File: config.mk
export PLATFORM = sky130hd
export DESIGN_NAME = spm_ctrl
export DESIGN_NICKNAME = d
export VERILOG_FILES = /design/src/rtl/spm_pkg.sv /design/src/rtl/spm_ctrl.sv /design/src/rtl/spm_sync.sv
export SDC_FILE = /design/constraint.sdc
export NUM_CORES = 1
export LEC_CHECK = 0
export BUFFER_PORTS_ARGS = -buffer_cell sky130_fd_sc_hd__clkbuf_2
export CAP_MARGIN = 20
export CORE_MARGIN = 4
export CORE_UTILIZATION = 40
export DETAILED_ROUTE_END_ITERATION = 6
export PLACE_DENSITY_LB_ADDON = 0.25
export SYNTH_ARGS = -nofsm -noshare
export SYNTH_HDL_FRONTEND = slang
export SYNTH_SLANG_ARGS = --single-unit
File: constraint.sdc
create_clock -name ref_clk -period 1.5 [get_ports ref_clk]
set_clock_uncertainty 0.2 [all_clocks]
set_input_delay 0.3 -clock ref_clk [delete_from_list [all_inputs] [get_ports ref_clk]]
set_output_delay 0.3 -clock ref_clk [all_outputs]
set_load 0.01 [all_outputs]
File: src/rtl/spm_pkg.sv
// Package with mode encodings, pin carriers and reset and synchroniser constants.
`default_nettype none
package spm_pkg;
   // Port electrical mode as chosen by the two expander select lines.
   typedef enum logic [1:0] {
      SPM_MODE_OFF = 2'h0,
      SPM_MODE_485 = 2'h1,
      SPM_MODE_422 = 2'h2,
      SPM_MODE_232 = 2'h3
   } spm_mode_t;

   // Mode as applied to the port after reset.
   localparam spm_mode_t SPM_MODE_RST = SPM_MODE_232;
   // Direction line level after reset: receive.
   localparam logic SPM_DIR_RST = 1'h0;
   // Synchroniser depth for pin inputs.
   localparam int SPM_SYNC_DEPTH = 3;

   // Outputs toward the connector, all pins as logic levels.
   typedef struct packed {
      logic tx;      // TX or TX+ level.
      logic dtr;     // DTR, or debug TX when rerouted.
      logic rts;     // RTS or RTS+ level.
      logic tx_oe_n; // Low while the transmit driver is on.
   } spm_pins_out_t;

   // Inputs from the connector after synchronisation.
   typedef struct packed {
      logic rx;
      logic dsr;
      logic cts;
   } spm_pins_in_t;
endpackage
`default_nettype wire

File: src/rtl/spm_ctrl.sv
// Serial port mode and direction control with debug rerouting.
`default_nettype none
module spm_ctrl (
   input wire logic ref_clk,          // 20 MHz system clock.
   input wire logic rstn,             // Asynchronous reset, active low.
   input wire logic mode_sel_a,       // Expander mode line A level.
   input wire logic mode_sel_b,       // Expander mode line B level.
   input wire logic mode_sel_oe_n,    // Low when both select lines drive.
   input wire logic dbg_en,           // Serial debugging requested.
   input wire logic uart_tx,          // Main UART transmit data.
   input wire logic uart_rts,         // Main UART RTS or direction.
   input wire logic uart_dtr,         // Main UART DTR.
   input wire logic dbg_tx,           // Debug UART transmit data.
   input wire logic pin_rx,           // Connector RX or RX pair level.
   input wire logic pin_dsr,          // Connector DSR or debug RX level.
   input wire logic pin_cts,          // Connector CTS or CTS pair level.
   output logic pin_tx,               // Connector TX level.
   output logic pin_dtr,              // Connector DTR or debug TX.
   output logic pin_rts,              // Connector RTS level.
   output logic pin_tx_oe_n,          // Transmit driver enable, low on.
   output logic rs485_dir_line,       // Direction, high transmits.
   output logic uart_rx,              // Main UART receive data.
   output logic uart_dsr,             // Main UART DSR.
   output logic uart_cts,             // Main UART CTS.
   output logic dbg_rx,               // Debug UART receive data.
   output logic dbg_active,           // Debug rerouting in force.
   output spm_pkg::spm_mode_t mode_now // Mode applied to the port.
);
   spm_pkg::spm_pins_in_t pin_in;
   spm_pkg::spm_mode_t mode_next;
   logic dbg_next;
   logic dir_next;

   // Pins are asynchronous to ref_clk, so filter them first.
   spm_sync #(
      .WIDTH($bits(spm_pkg::spm_pins_in_t))
   ) u_sync (
      .ref_clk(ref_clk),
      .rstn(rstn),
      .d_in({pin_rx, pin_dsr, pin_cts}),
      .q_out(pin_in)
   );

   // Decodes the two select levels into a mode.
   function automatic spm_pkg::spm_mode_t decode_mode(
      input logic a,
      input logic b
   );
      spm_pkg::spm_mode_t m;
      case ({a, b})
         2'h2: m = spm_pkg::SPM_MODE_232;
         2'h3: m = spm_pkg::SPM_MODE_422;
         2'h1: m = spm_pkg::SPM_MODE_485;
         default: m = spm_pkg::SPM_MODE_OFF;
      endcase
      return m;
   endfunction

   // Select levels are trusted only while both lines drive; otherwise
   // the last valid mode is kept, avoiding glitches during setup.
   always_comb begin
      mode_next = mode_now;
      if (!mode_sel_oe_n) begin
         mode_next = decode_mode(mode_sel_a, mode_sel_b);
      end
   end

   // Debug reroute only makes sense with single-ended RS232 pins.
   assign dbg_next = dbg_en && (mode_next == spm_pkg::SPM_MODE_232);

   // Direction follows controller RTS in RS485, else receive.
   assign dir_next = (mode_next == spm_pkg::SPM_MODE_485) ?
                     uart_rts : spm_pkg::SPM_DIR_RST;

   // Mode and debug state register.
   always_ff @(posedge ref_clk or negedge rstn) begin
      if (!rstn) begin
         mode_now <= spm_pkg::SPM_MODE_RST;
         dbg_active <= 1'h0;
      end else begin
         mode_now <= mode_next;
         dbg_active <= dbg_next;
      end
   end

   // Direction line, low out of reset so the bus is not driven.
   always_ff @(posedge ref_clk or negedge rstn) begin
      if (!rstn) begin
         rs485_dir_line <= spm_pkg::SPM_DIR_RST;
      end else begin
         rs485_dir_line <= dir_next;
      end
   end

   // Connector outputs per mode.
   always_ff @(posedge ref_clk or negedge rstn) begin
      if (!rstn) begin
         pin_tx <= 1'h1;
         pin_dtr <= 1'h0;
         pin_rts <= 1'h0;
         pin_tx_oe_n <= 1'h1;
      end else begin
         pin_tx <= uart_tx;
         pin_dtr <= dbg_next ? dbg_tx : uart_dtr;
         // RTS pin carries controller RTS in 232/422, held low in 485.
         pin_rts <= (mode_next == spm_pkg::SPM_MODE_485) ?
                    1'h0 : uart_rts;
         case (mode_next)
            spm_pkg::SPM_MODE_232: pin_tx_oe_n <= 1'h0;
            spm_pkg::SPM_MODE_422: pin_tx_oe_n <= 1'h0;
            spm_pkg::SPM_MODE_485: pin_tx_oe_n <= ~uart_rts;
            default: pin_tx_oe_n <= 1'h1;
         endcase
      end
   end

   // UART inputs; in RS485 echo of own transmission is blanked.
   always_ff @(posedge ref_clk or negedge rstn) begin
      if (!rstn) begin
         uart_rx <= 1'h1;
         uart_dsr <= 1'h0;
         uart_cts <= 1'h0;
         dbg_rx <= 1'h1;
      end else begin
         if (mode_next == spm_pkg::SPM_MODE_485 && uart_rts) begin
            uart_rx <= 1'h1;
         end else begin
            uart_rx <= pin_in.rx;
         end
         uart_dsr <= dbg_next ? 1'h0 : pin_in.dsr;
         dbg_rx <= dbg_next ? pin_in.dsr : 1'h1;
         uart_cts <= (mode_next == spm_pkg::SPM_MODE_485) ?
                     1'h0 : pin_in.cts;
      end
   end

   // Debug reroute never active outside RS232.
   dbg_mode_a: assert property (@(posedge ref_clk) disable iff (!rstn)
      dbg_active |-> mode_now == spm_pkg::SPM_MODE_232)
      else $error("debug reroute outside RS232");

   // Direction follows RTS one cycle later in RS485.
   dir_follow_a: assert property (@(posedge ref_clk) disable iff (!rstn)
      (mode_next == spm_pkg::SPM_MODE_485) |=>
      rs485_dir_line == $past(uart_rts))
      else $error("direction does not follow RTS");

   // Direction low whenever not in RS485.
   dir_idle_a: assert property (@(posedge ref_clk) disable iff (!rstn)
      (mode_now != spm_pkg::SPM_MODE_485) |-> !rs485_dir_line)
      else $error("direction high outside RS485");

   // Driver enable agrees with direction in RS485.
   hdx_drv_a: assert property (@(posedge ref_clk) disable iff (!rstn)
      (mode_now == spm_pkg::SPM_MODE_485) |->
      pin_tx_oe_n == !rs485_dir_line)
      else $error("driver enable disagrees with direction");

   // Mode decode of RS232 select levels.
   mode_232_a: assert property (@(posedge ref_clk) disable iff (!rstn)
      (!mode_sel_oe_n && mode_sel_a && !mode_sel_b) |=>
      mode_now == spm_pkg::SPM_MODE_232)
      else $error("RS232 select not applied");

   // Mode held while select lines do not drive.
   mode_hold_a: assert property (@(posedge ref_clk) disable iff (!rstn)
      mode_sel_oe_n |=> $stable(mode_now))
      else $error("mode changed while select undriven");

   // DTR pin carries debug transmit when rerouted.
   dtr_dbg_a: assert property (@(posedge ref_clk) disable iff (!rstn)
      dbg_next |=> pin_dtr == $past(dbg_tx))
      else $error("DTR pin not carrying debug TX");

   // RTS pin follows UART RTS in RS422.
   rts_422_a: assert property (@(posedge ref_clk) disable iff (!rstn)
      (mode_next == spm_pkg::SPM_MODE_422) |=>
      pin_rts == $past(uart_rts))
      else $error("RTS pin not following in RS422");
endmodule
`default_nettype wire

File: src/rtl/spm_sync.sv
// Three-stage pin synchroniser with agreement of the last two stages.
`default_nettype none
module spm_sync #(
   parameter int WIDTH = 3
) (
   input wire logic ref_clk,            // System clock.
   input wire logic rstn,               // Asynchronous reset, active low.
   input wire logic [WIDTH-1:0] d_in,   // Raw pin levels.
   output logic [WIDTH-1:0] q_out       // Filtered levels.
);
   logic [WIDTH-1:0] s1_reg;
   logic [WIDTH-1:0] s2_reg;
   logic [WIDTH-1:0] s3_reg;

   // Chain of three stages; only stage two reads stage one.
   always_ff @(posedge ref_clk or negedge rstn) begin
      if (!rstn) begin
         s1_reg <= '0;
         s2_reg <= '0;
         s3_reg <= '0;
      end else begin
         s1_reg <= d_in;
         s2_reg <= s1_reg;
         s3_reg <= s2_reg;
      end
   end

   // A change counts once stages two and three agree.
   always_ff @(posedge ref_clk or negedge rstn) begin
      if (!rstn) begin
         q_out <= '0;
      end else begin
         for (int i = 0; i < WIDTH; i++) begin
            if (s2_reg[i] == s3_reg[i]) begin
               q_out[i] <= s3_reg[i];
            end
         end
      end
   end
endmodule
`default_nettype wire

# == Yosys cells after proc, flatten, opt, wreduce, memory -nomap -nowiden ==
# Cells that the tools add are included.
# op_classes
n_eq_ne,9
mux,10
bitwise_logic,1
reduce_logical,3
# ops
op,count
2-bit equality test (second input constant),4
1-bit two-way mux,7
2-bit case mux with 3 select lines,1
2-bit by 1-bit equality test with 1-bit output (second input constant),2
1-bit equality test,3
1-bit logical AND,2
2-bit two-way mux,1
1-bit case mux with 2 select lines,1
2-bit OR reduction,1
1-bit inverter,1
# word_totals
ff_bits,24
in_bits,13
out_inout_bits,12
elab_cells,40

# == Depth between registers and ports, before layout ==
# logic_depth
depth_word,6
ltp_mapped,6

# == Modules after synthesis ==
# Synthesis repeated with hierarchy kept, for this count alone.
# unflattened
hier_cells,47
hier_area_um2,807.0
# modules_own_cells
mod,instances,cells_per_inst,area_per_inst_um2
spm_ctrl,1,32,473.0
spm_sync,1,15,334.1

# == Worst setup path after synthesis ==
# No wires, ideal clock.
# synth_path
kind,input -> register
start,input port mode_sel_a
end,register pin_dtr
setup_time_ps,125
arrival_time_ps,1350
required_ps,1175
path_slack_ps,-175
path_stages,5
path_cell_list,inv_1 > ha_1 > mux2_4 > and3_4 > mux2_4
# synth_between
elab_chain_len,6
# synth_lines
item,line,text
"start, declared",spm_ctrl.sv:6,"input wire logic mode_sel_a,"
2-bit by 1-bit equality test with 1-bit output / 2-bit equality test (equally long branches),spm_ctrl.sv:50,"case ({a, b})"
2-bit case mux with 3 select lines (*),spm_ctrl.sv:50,
2-bit two-way mux (*),spm_ctrl.sv:63,if (!mode_sel_oe_n) begin
via mode_next[0],spm_ctrl.sv:30,spm_pkg::spm_mode_t mode_next;
2-bit equality test (*),spm_ctrl.sv:69,assign dbg_next = dbg_en && (mode_next == spm_pkg::SPM_MODE_232);
1-bit logical AND (*),spm_ctrl.sv:69,
via dbg_next,spm_ctrl.sv:31,logic dbg_next;
1-bit two-way mux (*),spm_ctrl.sv:104,pin_dtr <= dbg_next ? dbg_tx : uart_dtr;
"end signal, assigned",spm_ctrl.sv:104,
"end, declared",spm_ctrl.sv:18,"output logic pin_dtr,"
# Mark *: on every way through the listed nets, which the timed path passes. The rest lies on a longest branch.
# A chain may end at the register's enable or synchronous reset.

# == Worst setup path after layout ==
# layout_path
start,input port mode_sel_b
end,register pin_dtr
# layout_between
elab_chain_len,6
# layout_lines
item,line,text
"start, declared",spm_ctrl.sv:7,"input wire logic mode_sel_b,"
2-bit by 1-bit equality test with 1-bit output / 2-bit equality test (equally long branches),spm_ctrl.sv:50,
2-bit case mux with 3 select lines (*),spm_ctrl.sv:50,
2-bit two-way mux (*),spm_ctrl.sv:63,
via mode_next[0],spm_ctrl.sv:30,
2-bit equality test (*),spm_ctrl.sv:69,
1-bit logical AND (*),spm_ctrl.sv:69,
via dbg_next,spm_ctrl.sv:31,
1-bit two-way mux (*),spm_ctrl.sv:104,
# Marks and branches as above.

==> results.md <==
- Vias: 462
- Initial Util: 44.1%
- DRT iter0 DRCs: 0
- Antenna diode count: 0
- Dpl hpwl: 867 um
- Final Net Count: 101
- Minimum clock period: 1510 ps
- Warnings from Yosys: 0
- Area leader, netlist: dfrtp_1
- Reg2reg setup slack: 0 ps
- Critical Path AT: 1510 ps
- CP max FO: 5
- Sw power: 283 uW
- Longest Clk Path Bufs: 2
- Seq/Total Area, Yosys: 75.7%
- IO Pins: 25
- Slew margin rel.: 64.3%
- PortBufs: 24
- Clock Latency Late Sink: 300 ps
- Pin count of the biggest net entering global routing: 25
- ANT nets after route: 0
- H-tree depth: 1
- DR WL/cell: 10.7 um
- GRT overflow: 0
- Comb power frac: 13.9%
- Drt first pass iters: 1
- RSZ-0062 raised after global routing: yes
- Core box area: 1820 um2
- Layout overhead on the synthesized area: 43.6%
- Via density: 4.24
- Startpoint Class: primary input
- Synth Register Bits: 24
- Syn avg cell area: 17.1 um2
- Tcrit/Tclk final: 101%
- Sw frac: 20.7%
- Post-Syn Nets: 63
- Clock power share: 32.5%
- Chip width: 52.8 um
- Fin util: 63.4%
- Post-route setup slack: -11.0 ps
- Final-report max-slew violation count: 0
- Mapped Area: 803 um2
- R2r worst-path depth: 4
- Failing checks: setup timing
- RD Place Congestion: 0.646
- Internal power: 1090 uW
- Vias in the first global route: 466
- DRC viols: 0
- Worst Hold Class: in -> reg
- Die Y: 52.8 um
- Mapped Cells: 47
- RR Startpoint: mode_now[1]$_DFF_PN1_
- Synth area leaders: dfrtp_1 (56%), dfstp_2 (20%), ha_1 (4.7%)
- Maxcap violations: 0
- Top-area cell type share of the netlist area: 56.1%
- Sequential share of power: 53.5%
- Worst hold path endpoint: pin_dtr$_DFF_PN0_
- Lkg Pwr: 0.000542 uW
- Rows: 15
- Most frequent cells in the layout: dfrtp_1 (18), clkbuf_2 (18), dfstp_2 (6), dlygate4sd3_1 (6), nor2b_1 (4)
- Required time worst endpoint: 1500 ps
- Initial antenna violation count: 0
- Worst-path clk slew: 110 ps
- Max Clk Rate: 662 MHz
- Peak VDD IR: 0.000714 V
- Post-route setup TNS: -11.0 ps
- Total clock sinks: 24
- First-pass GRT wire length: 2.04 mm
- Wirelength, routed: 1.16 mm
- CTS tree: done
- Layout cells sized above 1: 57.1%
- Final setup viols: 1
- Crit Path Category: in -> reg
- Fin. Hold Viols: 0
- Worst-Margin Slew: 535 ps
- Die ar.: 2790 um2
- Element type at the critical path end: register
- PD cells: 1190 nW/um2
- Min-delay src: uart_dtr
- Hold Crit Depth: 2
- Netlist cell types: 14
- Outcome: finished with violations
- Tot GR Track Use: 10.4%
- Cts bufs inserted: 3
- Reg-to-Reg End: pin_dtr$_DFF_PN0_
- CTS root buf: clkbuf_4
-- through the flow --
| step | worst slack [ps] | hold slack, ps | power (uW) | instance area, um2 | std cells |
|---|---|---|---|---|---|
| detailed placement | -318 | 106 | 907 | 1010 | 98 |
| global route | -37.5 | 3.21 | 1440 | 1150 | 109 |
| global placement | -298 | 108 | 906 | 1010 | 98 |
| CTS | -13.7 | 16.7 | 1370 | 1130 | 108 |
| floorplan | -103 | -196 | 823 | 846 | 47 |
| finish | -11.0 | 26.1 | 1370 | 1150 | 109 |
-- cell type report --
class | count | area [um2]
Clock buffer | 3 | 22.5
Clock inverter | 1 | 30.0
Tap cell | 25 | 31.3
Timing Repair Buffer | 33 | 221
Fill cell | 146 | 667
Sequential cell | 24 | 608
Inverter | 2 | 22.5
Multi-Input combinational cell | 21 | 218
-- power groups by stage --
stage          Combinational [uW]  Clock, uW  Sequential [uW]
2_1_floorplan                63.6          0              759
3_3_place_gp                  163          0              743
3_5_place_dp                  164          0              743
4_1_cts                       178        458              731
5_1_grt                       213        491              739
6_report                      191        445              732
-- worst max-delay path, cell delays in order --
cell and delay [ps]:
clkbuf_2 180, inv_12 40, ha_4 220, mux2_4 290, and3_4 180, mux2_4 290
-- cell usage after synthesis, drive strengths merged --
master,number
a21oi,1
and3,1
dfrtp,18
dfstp,6
ha,3
inv,2
maj3,3
mux2,2
nand2,2
nand2b,1
nor2,2
nor2b,4
o31ai,1
or2,1
-- worst max-delay path by stage --
stage	startpoint	end	slack (ps)	depth (start not counted)
after global placement	mode_sel_b	pin_dtr$_DFF_PN0_	-300	6
after floorplan	mode_sel_b	pin_dtr$_DFF_PN0_	-100	5
after global routing	mode_now[1]$_DFF_PN1_	pin_dtr$_DFF_PN0_	-40	4
after detailed placement	mode_sel_b	pin_dtr$_DFF_PN0_	-320	6
final	mode_sel_b	pin_dtr$_DFF_PN0_	-10	6
after CTS	mode_now[1]$_DFF_PN1_	pin_dtr$_DFF_PN0_	-10	4
-- timing repair --
item | CTS | global route
resized for setup | 1 | 9
buffers inserted | 0 | 1
hold buffers | 6 | 0
pin swaps | 1 | 0
setup endpoints to repair | 1 | 7
hold endpoints to repair | 23 | 0
-- cells by family (layout without fill, tap and decap cells) --
logic type,Yosys count,after routing,share of synthesized area [%]
AOI/OAI and AO/OA,2,2,3.27
adders and majority gates,6,6,8.41
buffers and inverters,2,39,0.935
DFF,24,24,75.7
muxes,2,2,3.74
and+or+nand+nor,11,11,7.95
-- layer usage --
metal  up-vias  wire length (um)  global-route usage [%]
li1        224                 -                       -
met1       220               443                    11.9
met2        18               607                    17.1
met3         0               113                    5.41
met4         0                 0                    2.55
met5         -                 0                       0
Note: power is estimated with default switching activity, not from simulation.
